File: config.mk
export PLATFORM = sky130hd
export DESIGN_NAME = dbfc_block
export DESIGN_NICKNAME = d
export VERILOG_FILES = /design/src/dbfc_pkg.sv /design/src/dbfc_block.sv
export SDC_FILE = /design/constraint.sdc
export NUM_CORES = 1
export LEC_CHECK = 0
export ABC_AREA = 1
export BUFFER_PORTS_ARGS = -buffer_cell sky130_fd_sc_hd__clkbuf_2
export CORE_ASPECT_RATIO = 0.75
export CORE_MARGIN = 2
export CORE_UTILIZATION = 51
export CTS_CLUSTER_DIAMETER = 120
export DETAILED_ROUTE_END_ITERATION = 6
export PLACE_DENSITY_LB_ADDON = 0.12
export SYNTH_ARGS = -nofsm -noshare
export SYNTH_HDL_FRONTEND = slang
export SYNTH_SLANG_ARGS = --single-unit
export TNS_END_PERCENT = 1
File: constraint.sdc
create_clock -name ref_clk -period 2 [get_ports ref_clk]
set_input_delay 0.6 -clock ref_clk [delete_from_list [all_inputs] [get_ports ref_clk]]
set_output_delay 0.6 -clock ref_clk [all_outputs]
set_load 0.02 [all_outputs]
File: src/dbfc_pkg.sv
// Package holding register map, field layout and decode types.
package dbfc_pkg;

  // Register byte offsets on the AXI4-Lite bus.
  localparam logic [7:0] ADDR_FUNC_CFG = 8'h00;
  localparam logic [7:0] ADDR_STATUS   = 8'h04;
  localparam logic [7:0] ADDR_EVENTS   = 8'h08;

  // Field positions in the function configuration register.
  localparam int FUNC_LSB  = 0;
  localparam int MODE0_BIT = 3;
  localparam int MODE1_BIT = 4;
  localparam int END_BIT   = 5;

  localparam logic [7:0] FUNC_CFG_RESET = 8'h20;
  localparam logic [7:0] FUNC_CFG_MASK  = 8'h3f;

  // Function select codes.
  localparam logic [2:0] FN_TIMER    = 3'h0;
  localparam logic [2:0] FN_COUNTER  = 3'h1;
  localparam logic [2:0] FN_CHECKSUM = 3'h2;
  localparam logic [2:0] FN_RSVD3    = 3'h3;
  localparam logic [2:0] FN_DEADTIME = 3'h4;
  localparam logic [2:0] FN_UART     = 3'h5;
  localparam logic [2:0] FN_SPI      = 3'h6;
  localparam logic [2:0] FN_RSVD7    = 3'h7;

  localparam logic [1:0] RESP_OKAY   = 2'h0;
  localparam logic [1:0] RESP_SLVERR = 2'h2;

  // Event inputs from the function datapath.
  typedef struct packed {
    logic terminal_count;
    logic compare_value;
    logic compare_equal;
    logic tx_reg_empty;
    logic tx_complete;
    logic rx_reg_full;
    logic spi_complete;
  } dbfc_events_t;

  // Decoded personality driven to the datapath.
  typedef struct packed {
    logic timer_en;
    logic counter_en;
    logic checksum_en;
    logic deadtime_en;
    logic uart_en;
    logic spi_en;
    logic cmp_strict;
    logic uart_tx;
    logic spi_slave;
    logic chain_pass;
    logic chain_end;
  } dbfc_decode_t;

endpackage : dbfc_pkg

File: src/dbfc_block.sv
// Function configuration register and mode decode for one digital block.
// What this block does
// [RQ1] End flag 0: pass chaining signals onward.
// [RQ2] End flag 1: final or standalone block.
// [RQ3] Software never clears end in last block.
// [RQ4] Timer: upper mode picks <= or <.
// [RQ5] Counter: upper mode picks <= or <.
// [RQ6] UART transmit: upper mode picks interrupt source.
// [RQ7] SPI mode1=0: master TX empty, slave RX full.
// [RQ8] SPI slave mode1=1: interrupt on transfer done.
// [RQ9] Timer: lower mode picks terminal or compare.
// [RQ10] Counter: lower mode picks terminal or compare.
// [RQ11] Checksum function ignores both mode bits.
// [RQ12] Dead-time function ignores both mode bits.
// [RQ13] UART: lower mode picks receiver or transmitter.
// [RQ14] SPI: lower mode picks master or slave.
// [RQ15] Function select picks hardware personality.
// [RQ16] Only timer, counter, checksum chain.
// [RQ17] UART code only on communication blocks.
// [RQ18] SPI master mode1=1: interrupt on transfer done.
// [RQ19] SPI only on communication blocks; 111 reserved.
//
// Design decisions made here: the register offsets and register access over AXI4-Lite.
`timescale 1ns/1ns

module dbfc_block #(
  parameter bit COMM_CAPABLE = 1'b1
) (
  // Clock and reset.
  input  wire logic                  ref_clk,
  input  wire logic                  rst_b,
  // AXI4-Lite write address and data.
  input  wire logic                  s_axi_awvalid,
  output logic                       s_axi_awready,
  input  wire logic [7:0]            s_axi_awaddr,
  input  wire logic                  s_axi_wvalid,
  output logic                       s_axi_wready,
  input  wire logic [31:0]           s_axi_wdata,
  input  wire logic [3:0]            s_axi_wstrb,
  // AXI4-Lite write response.
  output logic                       s_axi_bvalid,
  input  wire logic                  s_axi_bready,
  output logic [1:0]                 s_axi_bresp,
  // AXI4-Lite read.
  input  wire logic                  s_axi_arvalid,
  output logic                       s_axi_arready,
  input  wire logic [7:0]            s_axi_araddr,
  output logic                       s_axi_rvalid,
  input  wire logic                  s_axi_rready,
  output logic [31:0]                s_axi_rdata,
  output logic [1:0]                 s_axi_rresp,
  // Datapath events and chaining.
  input  wire dbfc_pkg::dbfc_events_t events,
  input  wire logic                  chain_in,
  output logic                       chain_out,
  // Decoded configuration and selected interrupt.
  output dbfc_pkg::dbfc_decode_t     decode,
  output logic                       block_irq
);

  // Refuses a variant that the decode cannot serve, at elaboration.
  if (COMM_CAPABLE !== 1'b0 && COMM_CAPABLE !== 1'b1) begin : g_bad_param
    $error("COMM_CAPABLE must be 0 or 1");
  end

  ////////////////////////////////////////////////////////////////////////////
  // Function decode.

  function automatic dbfc_pkg::dbfc_decode_t decode_cfg(input logic [7:0] c);
    dbfc_pkg::dbfc_decode_t d;
    logic [2:0]             fn;
    logic                   m0;
    logic                   m1;
    d  = '0;
    fn = c[dbfc_pkg::FUNC_LSB +: 3];
    m0 = c[dbfc_pkg::MODE0_BIT];
    m1 = c[dbfc_pkg::MODE1_BIT];
    case (fn) // see [RQ15]
      dbfc_pkg::FN_TIMER: begin
        d.timer_en   = 1'b1;
        d.cmp_strict = m1; // see [RQ4]
      end
      dbfc_pkg::FN_COUNTER: begin
        d.counter_en = 1'b1;
        d.cmp_strict = m1; // see [RQ5]
      end
      dbfc_pkg::FN_CHECKSUM: begin
        d.checksum_en = 1'b1; // see [RQ11]
      end
      dbfc_pkg::FN_DEADTIME: begin
        d.deadtime_en = 1'b1; // see [RQ12]
      end
      dbfc_pkg::FN_UART: begin
        d.uart_en = COMM_CAPABLE; // see [RQ17]
        d.uart_tx = COMM_CAPABLE & m0; // see [RQ13]
      end
      dbfc_pkg::FN_SPI: begin
        d.spi_en    = COMM_CAPABLE; // see [RQ19]
        d.spi_slave = COMM_CAPABLE & m0; // see [RQ14]
      end
      default: begin
        d = '0; // see [RQ19]
      end
    endcase
    // Only the chainable personalities ever forward to the next block.
    d.chain_end  = c[dbfc_pkg::END_BIT]; // see [RQ2]
    d.chain_pass = ~c[dbfc_pkg::END_BIT] &
                   (d.timer_en | d.counter_en | d.checksum_en); // see [RQ16]
    return d;
  endfunction : decode_cfg

  function automatic logic select_irq(input logic [7:0]             c,
                                      input dbfc_pkg::dbfc_events_t e);
    logic [2:0] fn;
    logic       m0;
    logic       m1;
    logic       cmp;
    logic       r;
    fn  = c[dbfc_pkg::FUNC_LSB +: 3];
    m0  = c[dbfc_pkg::MODE0_BIT];
    m1  = c[dbfc_pkg::MODE1_BIT];
    cmp = m1 ? e.compare_value : (e.compare_value | e.compare_equal);
    case (fn)
      dbfc_pkg::FN_TIMER, dbfc_pkg::FN_COUNTER: begin
        r = m0 ? cmp : e.terminal_count; // see [RQ9] see [RQ10]
      end
      dbfc_pkg::FN_UART: begin
        if (m0) begin
          r = m1 ? e.tx_complete : e.tx_reg_empty; // see [RQ6]
        end else begin
          r = e.rx_reg_full;
        end
        r = r & COMM_CAPABLE;
      end
      dbfc_pkg::FN_SPI: begin
        if (m1) begin
          r = e.spi_complete; // see [RQ8] see [RQ18]
        end else begin
          r = m0 ? e.rx_reg_full : e.tx_reg_empty; // see [RQ7]
        end
        r = r & COMM_CAPABLE;
      end
      default: begin
        r = 1'b0;
      end
    endcase
    return r;
  endfunction : select_irq

  ////////////////////////////////////////////////////////////////////////////
  // Register and bus state.

  logic [7:0]                 func_cfg;
  logic [7:0]                 next_func_cfg;
  logic [7:0]                 aw_addr;
  logic [7:0]                 next_aw_addr;
  logic                       aw_held;
  logic                       next_aw_held;
  logic [31:0]                w_data;
  logic [31:0]                next_w_data;
  logic [3:0]                 w_strb;
  logic [3:0]                 next_w_strb;
  logic                       w_held;
  logic                       next_w_held;
  logic                       next_bvalid;
  logic [1:0]                 next_bresp;
  logic                       next_rvalid;
  logic [31:0]                next_rdata;
  logic [1:0]                 next_rresp;
  logic [6:0]                 event_seen;
  logic [6:0]                 next_event_seen;
  dbfc_pkg::dbfc_decode_t     next_decode;
  logic                       next_irq;
  logic                       next_chain_out;
  logic                       next_awready;
  logic                       next_wready;
  logic                       next_arready;

  always_comb begin
    next_func_cfg   = func_cfg;
    next_aw_addr    = aw_addr;
    next_aw_held    = aw_held;
    next_w_data     = w_data;
    next_w_strb     = w_strb;
    next_w_held     = w_held;
    next_bvalid     = s_axi_bvalid;
    next_bresp      = s_axi_bresp;
    next_rvalid     = s_axi_rvalid;
    next_rdata      = s_axi_rdata;
    next_rresp      = s_axi_rresp;
    next_event_seen = event_seen | events;

    // Address and data are latched independently, in either order.
    if (s_axi_awvalid && s_axi_awready) begin
      next_aw_addr = s_axi_awaddr;
      next_aw_held = 1'b1;
    end
    if (s_axi_wvalid && s_axi_wready) begin
      next_w_data = s_axi_wdata;
      next_w_strb = s_axi_wstrb;
      next_w_held = 1'b1;
    end
    if (s_axi_bvalid && s_axi_bready) begin
      next_bvalid = 1'b0;
    end
    if (aw_held && w_held && !s_axi_bvalid) begin
      next_aw_held = 1'b0;
      next_w_held  = 1'b0;
      next_bvalid  = 1'b1;
      next_bresp   = dbfc_pkg::RESP_OKAY;
      if (aw_addr == dbfc_pkg::ADDR_FUNC_CFG) begin
        if (w_strb[0]) begin
          next_func_cfg = w_data[7:0] & dbfc_pkg::FUNC_CFG_MASK;
        end
      end else if (aw_addr == dbfc_pkg::ADDR_EVENTS) begin
        // Write one to clear; a new event in the same cycle stays set.
        if (w_strb[0]) begin
          next_event_seen = (event_seen & ~w_data[6:0]) | events;
        end
      end else if (aw_addr != dbfc_pkg::ADDR_STATUS) begin
        next_bresp = dbfc_pkg::RESP_SLVERR;
      end
    end

    if (s_axi_rvalid && s_axi_rready) begin
      next_rvalid = 1'b0;
    end
    if (s_axi_arvalid && s_axi_arready) begin
      next_rvalid = 1'b1;
      next_rresp  = dbfc_pkg::RESP_OKAY;
      next_rdata  = '0;
      case (s_axi_araddr)
        dbfc_pkg::ADDR_FUNC_CFG: next_rdata[7:0] = func_cfg;
        dbfc_pkg::ADDR_STATUS:   next_rdata[10:0] = decode;
        dbfc_pkg::ADDR_EVENTS:   next_rdata[6:0] = event_seen;
        default:                 next_rresp = dbfc_pkg::RESP_SLVERR;
      endcase
    end

    next_decode    = decode_cfg(func_cfg);
    next_irq       = select_irq(func_cfg, events);
    next_chain_out = next_decode.chain_pass & chain_in; // see [RQ1]

    // Ready is offered only while the matching holding slot is free; it is
    // taken from the slot's next state so that it leaves a flip-flop.
    next_awready   = ~next_aw_held;
    next_wready    = ~next_w_held;
    next_arready   = ~next_rvalid;
  end

  always_ff @(posedge ref_clk or negedge rst_b) begin
    if (!rst_b) begin
      func_cfg     <= dbfc_pkg::FUNC_CFG_RESET;
      aw_addr      <= '0;
      aw_held      <= 1'b0;
      w_data       <= '0;
      w_strb       <= '0;
      w_held       <= 1'b0;
      s_axi_bvalid <= 1'b0;
      s_axi_bresp  <= dbfc_pkg::RESP_OKAY;
      s_axi_rvalid <= 1'b0;
      s_axi_rdata  <= '0;
      s_axi_rresp  <= dbfc_pkg::RESP_OKAY;
      event_seen   <= '0;
      decode       <= '0;
      block_irq    <= 1'b0;
      chain_out    <= 1'b0;
      s_axi_awready <= 1'b1;
      s_axi_wready  <= 1'b1;
      s_axi_arready <= 1'b1;
    end else begin
      func_cfg     <= next_func_cfg;
      aw_addr      <= next_aw_addr;
      aw_held      <= next_aw_held;
      w_data       <= next_w_data;
      w_strb       <= next_w_strb;
      w_held       <= next_w_held;
      s_axi_bvalid <= next_bvalid;
      s_axi_bresp  <= next_bresp;
      s_axi_rvalid <= next_rvalid;
      s_axi_rdata  <= next_rdata;
      s_axi_rresp  <= next_rresp;
      event_seen   <= next_event_seen;
      decode       <= next_decode;
      block_irq    <= next_irq;
      chain_out    <= next_chain_out;
      s_axi_awready <= next_awready;
      s_axi_wready  <= next_wready;
      s_axi_arready <= next_arready;
    end
  end

endmodule : dbfc_block

======== Word-level counts from Yosys, hierarchy flattened ========
Cells that the tools add are included.
word-level totals
  input bits .............................. 67
  register bits ........................... 64
  output and inout bits ................... 54
operators by class
  bitwise logic cells ..................... 13
  reductions and logical operators ........ 15
  muxes and demuxes ....................... 35
  equal/unequal tests ..................... 9
operators with widths
  operator                                              number
  two-way mux 7 bit                                     4
  two-way mux 1 bit                                     24
  one-hot mux 7 bit (3 select lines)                    1
  equality test 8 x 4 -> 1 bit (second input constant)  2
  zero test 8 bit                                       2
  OR 7 bit                                              2
  equality test 3 bit (second input constant)           3
  equality test 8 x 3 -> 1 bit (second input constant)  1
  two-way mux 2 bit                                     4
  != test 8 x 3 -> 1 bit (second input constant)        1
  bitwise AND 7 bit                                     1
  logical AND 1 bit                                     7
  inverter 7 bit                                        1
  inverter 1 bit                                        4
  equality test 3 x 1 -> 1 bit (second input constant)  1
  equality test 3 x 2 -> 1 bit (second input constant)  1
  zero test 3 bit                                       1
  two-way mux 3 bit                                     1
  OR 1 bit                                              3
  one-hot mux 1 bit (3 select lines)                    1
  AND reduction 3 bit                                   1
  OR reduction 3 bit                                    1
  bitwise AND 1 bit                                     2
  nonzero test 2 bit                                    1
  2 further kinds                                       2

======== Logic depth before layout (Yosys ltp) ========
  depth in word-level cells ............... 7
  depth in mapped cells ................... 8
  mapped depth without buffers ............ 7

======== Worst setup path after synthesis ========
No wires, ideal clock.
  path type ............................... input -> register
  from .................................... input port s_axi_araddr[7]
  to ...................................... register s_axi_rdata[5]
  setup slack ............................. 714 ps
  data arrival time ....................... 1220 ps
  stages .................................. 8
  setup time .............................. 66 ps
  path buffers ............................ 1
  cell sequence ........................... nor2_1 nand2_2 clkinv_2 buf_6 nand3_1 nand3_1 nand2_1 nand2_1
on the way
  word-level cells in the longest chain between the ends .. 2
  elaborated cells on any way between the ends .. 4
ends and longest elaborated chain
  what                                                  line               RTL
  start: declaration                                    dbfc_block.sv:47   input wire logic [7:0] s_axi_araddr,
  equality test 8 x 4 -> 1 bit (tied with other cells)  dbfc_block.sv:232  case (s_axi_araddr)
  one-hot mux 7 bit (3 select lines) *                  dbfc_block.sv:232
  end signal: assignment                                dbfc_block.sv:281  s_axi_rdata <= next_rdata;
  end: declaration                                      dbfc_block.sv:50   output logic [31:0] s_axi_rdata,
Mark *: on every way between the ends. The rest lies on a longest branch, timed or not.
A chain may end at the register's enable or synchronous reset.

======== Worst setup path in the final report ========
  from .................................... register s_axi_wready
  to ...................................... output port s_axi_wready
RTL lines
  what                      line               RTL
  start: declaration        dbfc_block.sv:37   output logic s_axi_wready,
  start signal: assignment  dbfc_block.sv:288  s_axi_wready <= next_wready;
No word-level cell between the ends.

==> out/results.ini <==
[clocking]
cts_root_buffer = clkbuf_8
ctsHoldBuffers = 0
post_cts_buffers = 0
cts_inserted_buffers = 9
clk_pin_slew_ns = 0.07
postCtsResizedCells = 0
clock_sinks = 62
h-tree-depth = 3
max-clock-path-buffers = 2
clk_latency_ns = 0.34
cts_tree = built

[critical_path]
cp.required_ns = 1.40
path_max_fanout = 2
crit_cells = 1
startpoint_type = flop
crit_type = reg -> out
slowest_stage = dfstp_2
path_delay_family = flip-flops
rr_startpoint = aw_addr[5]$_DFFE_PN0P_
r2r_slack_ns = 0.58
critical_path_buf_inv_count = 1
r2r_cells = 6
worst_ep_arrival_time_ns = 1.03
worstPathCellList = clkbuf_2
max_stage_delay_ns = 0.53
reg2reg_to = func_cfg[3]$_DFFE_PN0P_
cp-end-kind = output port

[synthesis]
synth_most_common_cell = nand2_1
synth_top_area_cell = dfrtp_1
synth_top_area_share_pct = 50.83
synth_ff_type = dfrtp_1
yosysSeqAreaShare_pct = 54.51
ys_warn_count = 0
postSynthAreaPerCell_um2 = 8.732
synth_commonest_cells = 100 x nand2_1, 58 x dfrtp_1, 35 x inv_1, 25 x buf_4
synth-edff-count = 0
synth_area_um2 = 2855
async_flop_share_pct = 100.0
synth-seq-cells = 62
ys_top_cells_by_area = dfrtp_1 51%, nand2_1 13%, buf_4 6.6%, inv_1 4.6%, nand3_1 3.9%
syn_inst = 327
ys_types = 25

[grt]
grt_pass1_wl_mm = 9.680
grt_max_degree = 63
grt_pass1_vias = 2030
grt_overflow_total = 0
track_usage_pct = 20.72
grt_antenna_before_repair = 0

[layout]
final_util_pct = 62.96
layout.nets = 465
seqCellArea_um2 = 1556
syn_to_final_growth_pct = 18.67
multi_input_area_um2 = 1006
drive_gt1_share_pct = 28.29
diodes = 0
n_fill_cell = 509
fin_area_um2 = 3388

[floorplanning]
floorplan.rows = 23
initial_core_util_pct = 53.06
die_h_um = 68.80
die_x_um = 90.40
die_area_um2 = 6220
coreArea_um2 = 5381
io_pins = 121

[timing]
fin_tns_setup_ns = 0
finalSetupViolCount = 0
fin_skew_ns = 0.005522
final.period_utilization_pct = 81.31
whs_ns = 0.2528
post-route-min-period_ns = 1.626
hold_viol_final = 0
clock.fmax_mhz = 614.9
finalMaxSlewViolations = 0
rsz0062_at_grt = no

[detailed_routing]
wire_per_inst_um = 12.14
routed_wirelength_mm = 5.803
num_vias = 2247
drc_errors = 0
drt_iter0_drc = 116
viasPerCell = 4.701
ant_nets = 0
first_pass_iters = 4

[pwr]
p_leak_nw = 1.818
ir_drop_uv = 571.2
p_per_area_nw_per_um2 = 1214
total_power_w = 0.004114

[placed_design]
port_buffers = 69
gp_congestion = 0.7602
hpwl_mm = 4.242
placed_area_um2 = 3166

[hold_path]
min_path_type = in -> async

[run_status]
outcome = finished clean

[run]
drv_cap = 0

layout by cell type (no fill, tap or decap):
cell type,n
conb_1,23
o21ai_2,6
a21oi_1,2
nor3_1,4
nor2_2,6
clkinv_2,3
clkbuf_8,10
nor2_4,1
o21ai_0,22
inv_1,35
buf_12,1
bufinv_16,2
nand2_1,100
nand3_2,3
o211ai_1,3
nor3b_1,1
nand4_1,7
dfrtp_1,58
nor4_1,1
a211oi_1,1
buf_4,1
nor2_1,10
dfstp_2,4
nand3_1,22
nand2_2,6
clkinvlp_4,2
clkbuf_2,69
cell type report:
type	count	area share (%)
clock buffers	10	4.062
clock inverters	6	2.511
inverters	36	4.025
multi-input cells	218	29.69
flip-flops and latches	62	45.94
well taps	75	2.770
repair buffers	71	11.00
worst max-delay path by stage:
stage               slack, ns                          to              startpoint
detailed placement       0.43  s_axi_rdata[1]$_DFFE_PN0P_         s_axi_araddr[0]
floorplan                0.71  s_axi_rdata[5]$_DFFE_PN0P_         s_axi_araddr[7]
global route             0.33                s_axi_wready  s_axi_wready$_DFF_PN1_
CTS                      0.35                s_axi_wready  s_axi_wready$_DFF_PN1_
global placement         0.47  s_axi_rdata[1]$_DFFE_PN0P_         s_axi_araddr[0]
finish                   0.37                s_axi_wready  s_axi_wready$_DFF_PN1_
kinds of logic (layout without fill, tap and decap cells):
logic type / Yosys count / in the layout / synth area share [%]
AO/OA/AOI/OAI: 34 / 34 / 7.099
buffers and inverters: 69 / 123 / 13.15
flip-flops: 62 / 62 / 54.51
other: 1 / 23 / 0.1313
AND/OR/NAND/NOR: 161 / 161 / 25.11
state kept, by name (all words and copies together), names as in the netlist:
name and cells:
aw_addr 8, block_irq 1, s_axi_rresp 1, aw_held 1
s_axi_bvalid 1, w_data 7, w_strb 1, s_axi_arready 1
event_seen 7, s_axi_rdata 11, func_cfg 6, decode 11
w_held 1, s_axi_rvalid 1, s_axi_bresp 1, chain_out 1
s_axi_wready 1, s_axi_awready 1
per-layer routing:
layer	vias up	global-route usage, %	share of wire (%)
li1	1127	-	-
met1	1029	28.79	50
met2	87	30.17	41
met3	4	7.935	8.1
met4	0	6.923	0.59
met5	-	0	0
report_power, final:
group,total [W],leakage (nW),switching (W),internal [W]
Sequential,0.00187,0.761,0.000261,0.00161
Combinational,0.00103,0.949,0.000706,0.000324
Clock,0.00121,0.108,0.000484,0.000730
Total,0.00411,1.82,0.00145,0.00266
stage by stage:
step,setup WS (ns),cells
after floorplan,0.7141,349
after global placement,0.4696,462
after detailed placement,0.4304,462
after CTS,0.3523,478
after global routing,0.3258,478
final,0.3738,478
(Power assumes the default switching activity.)
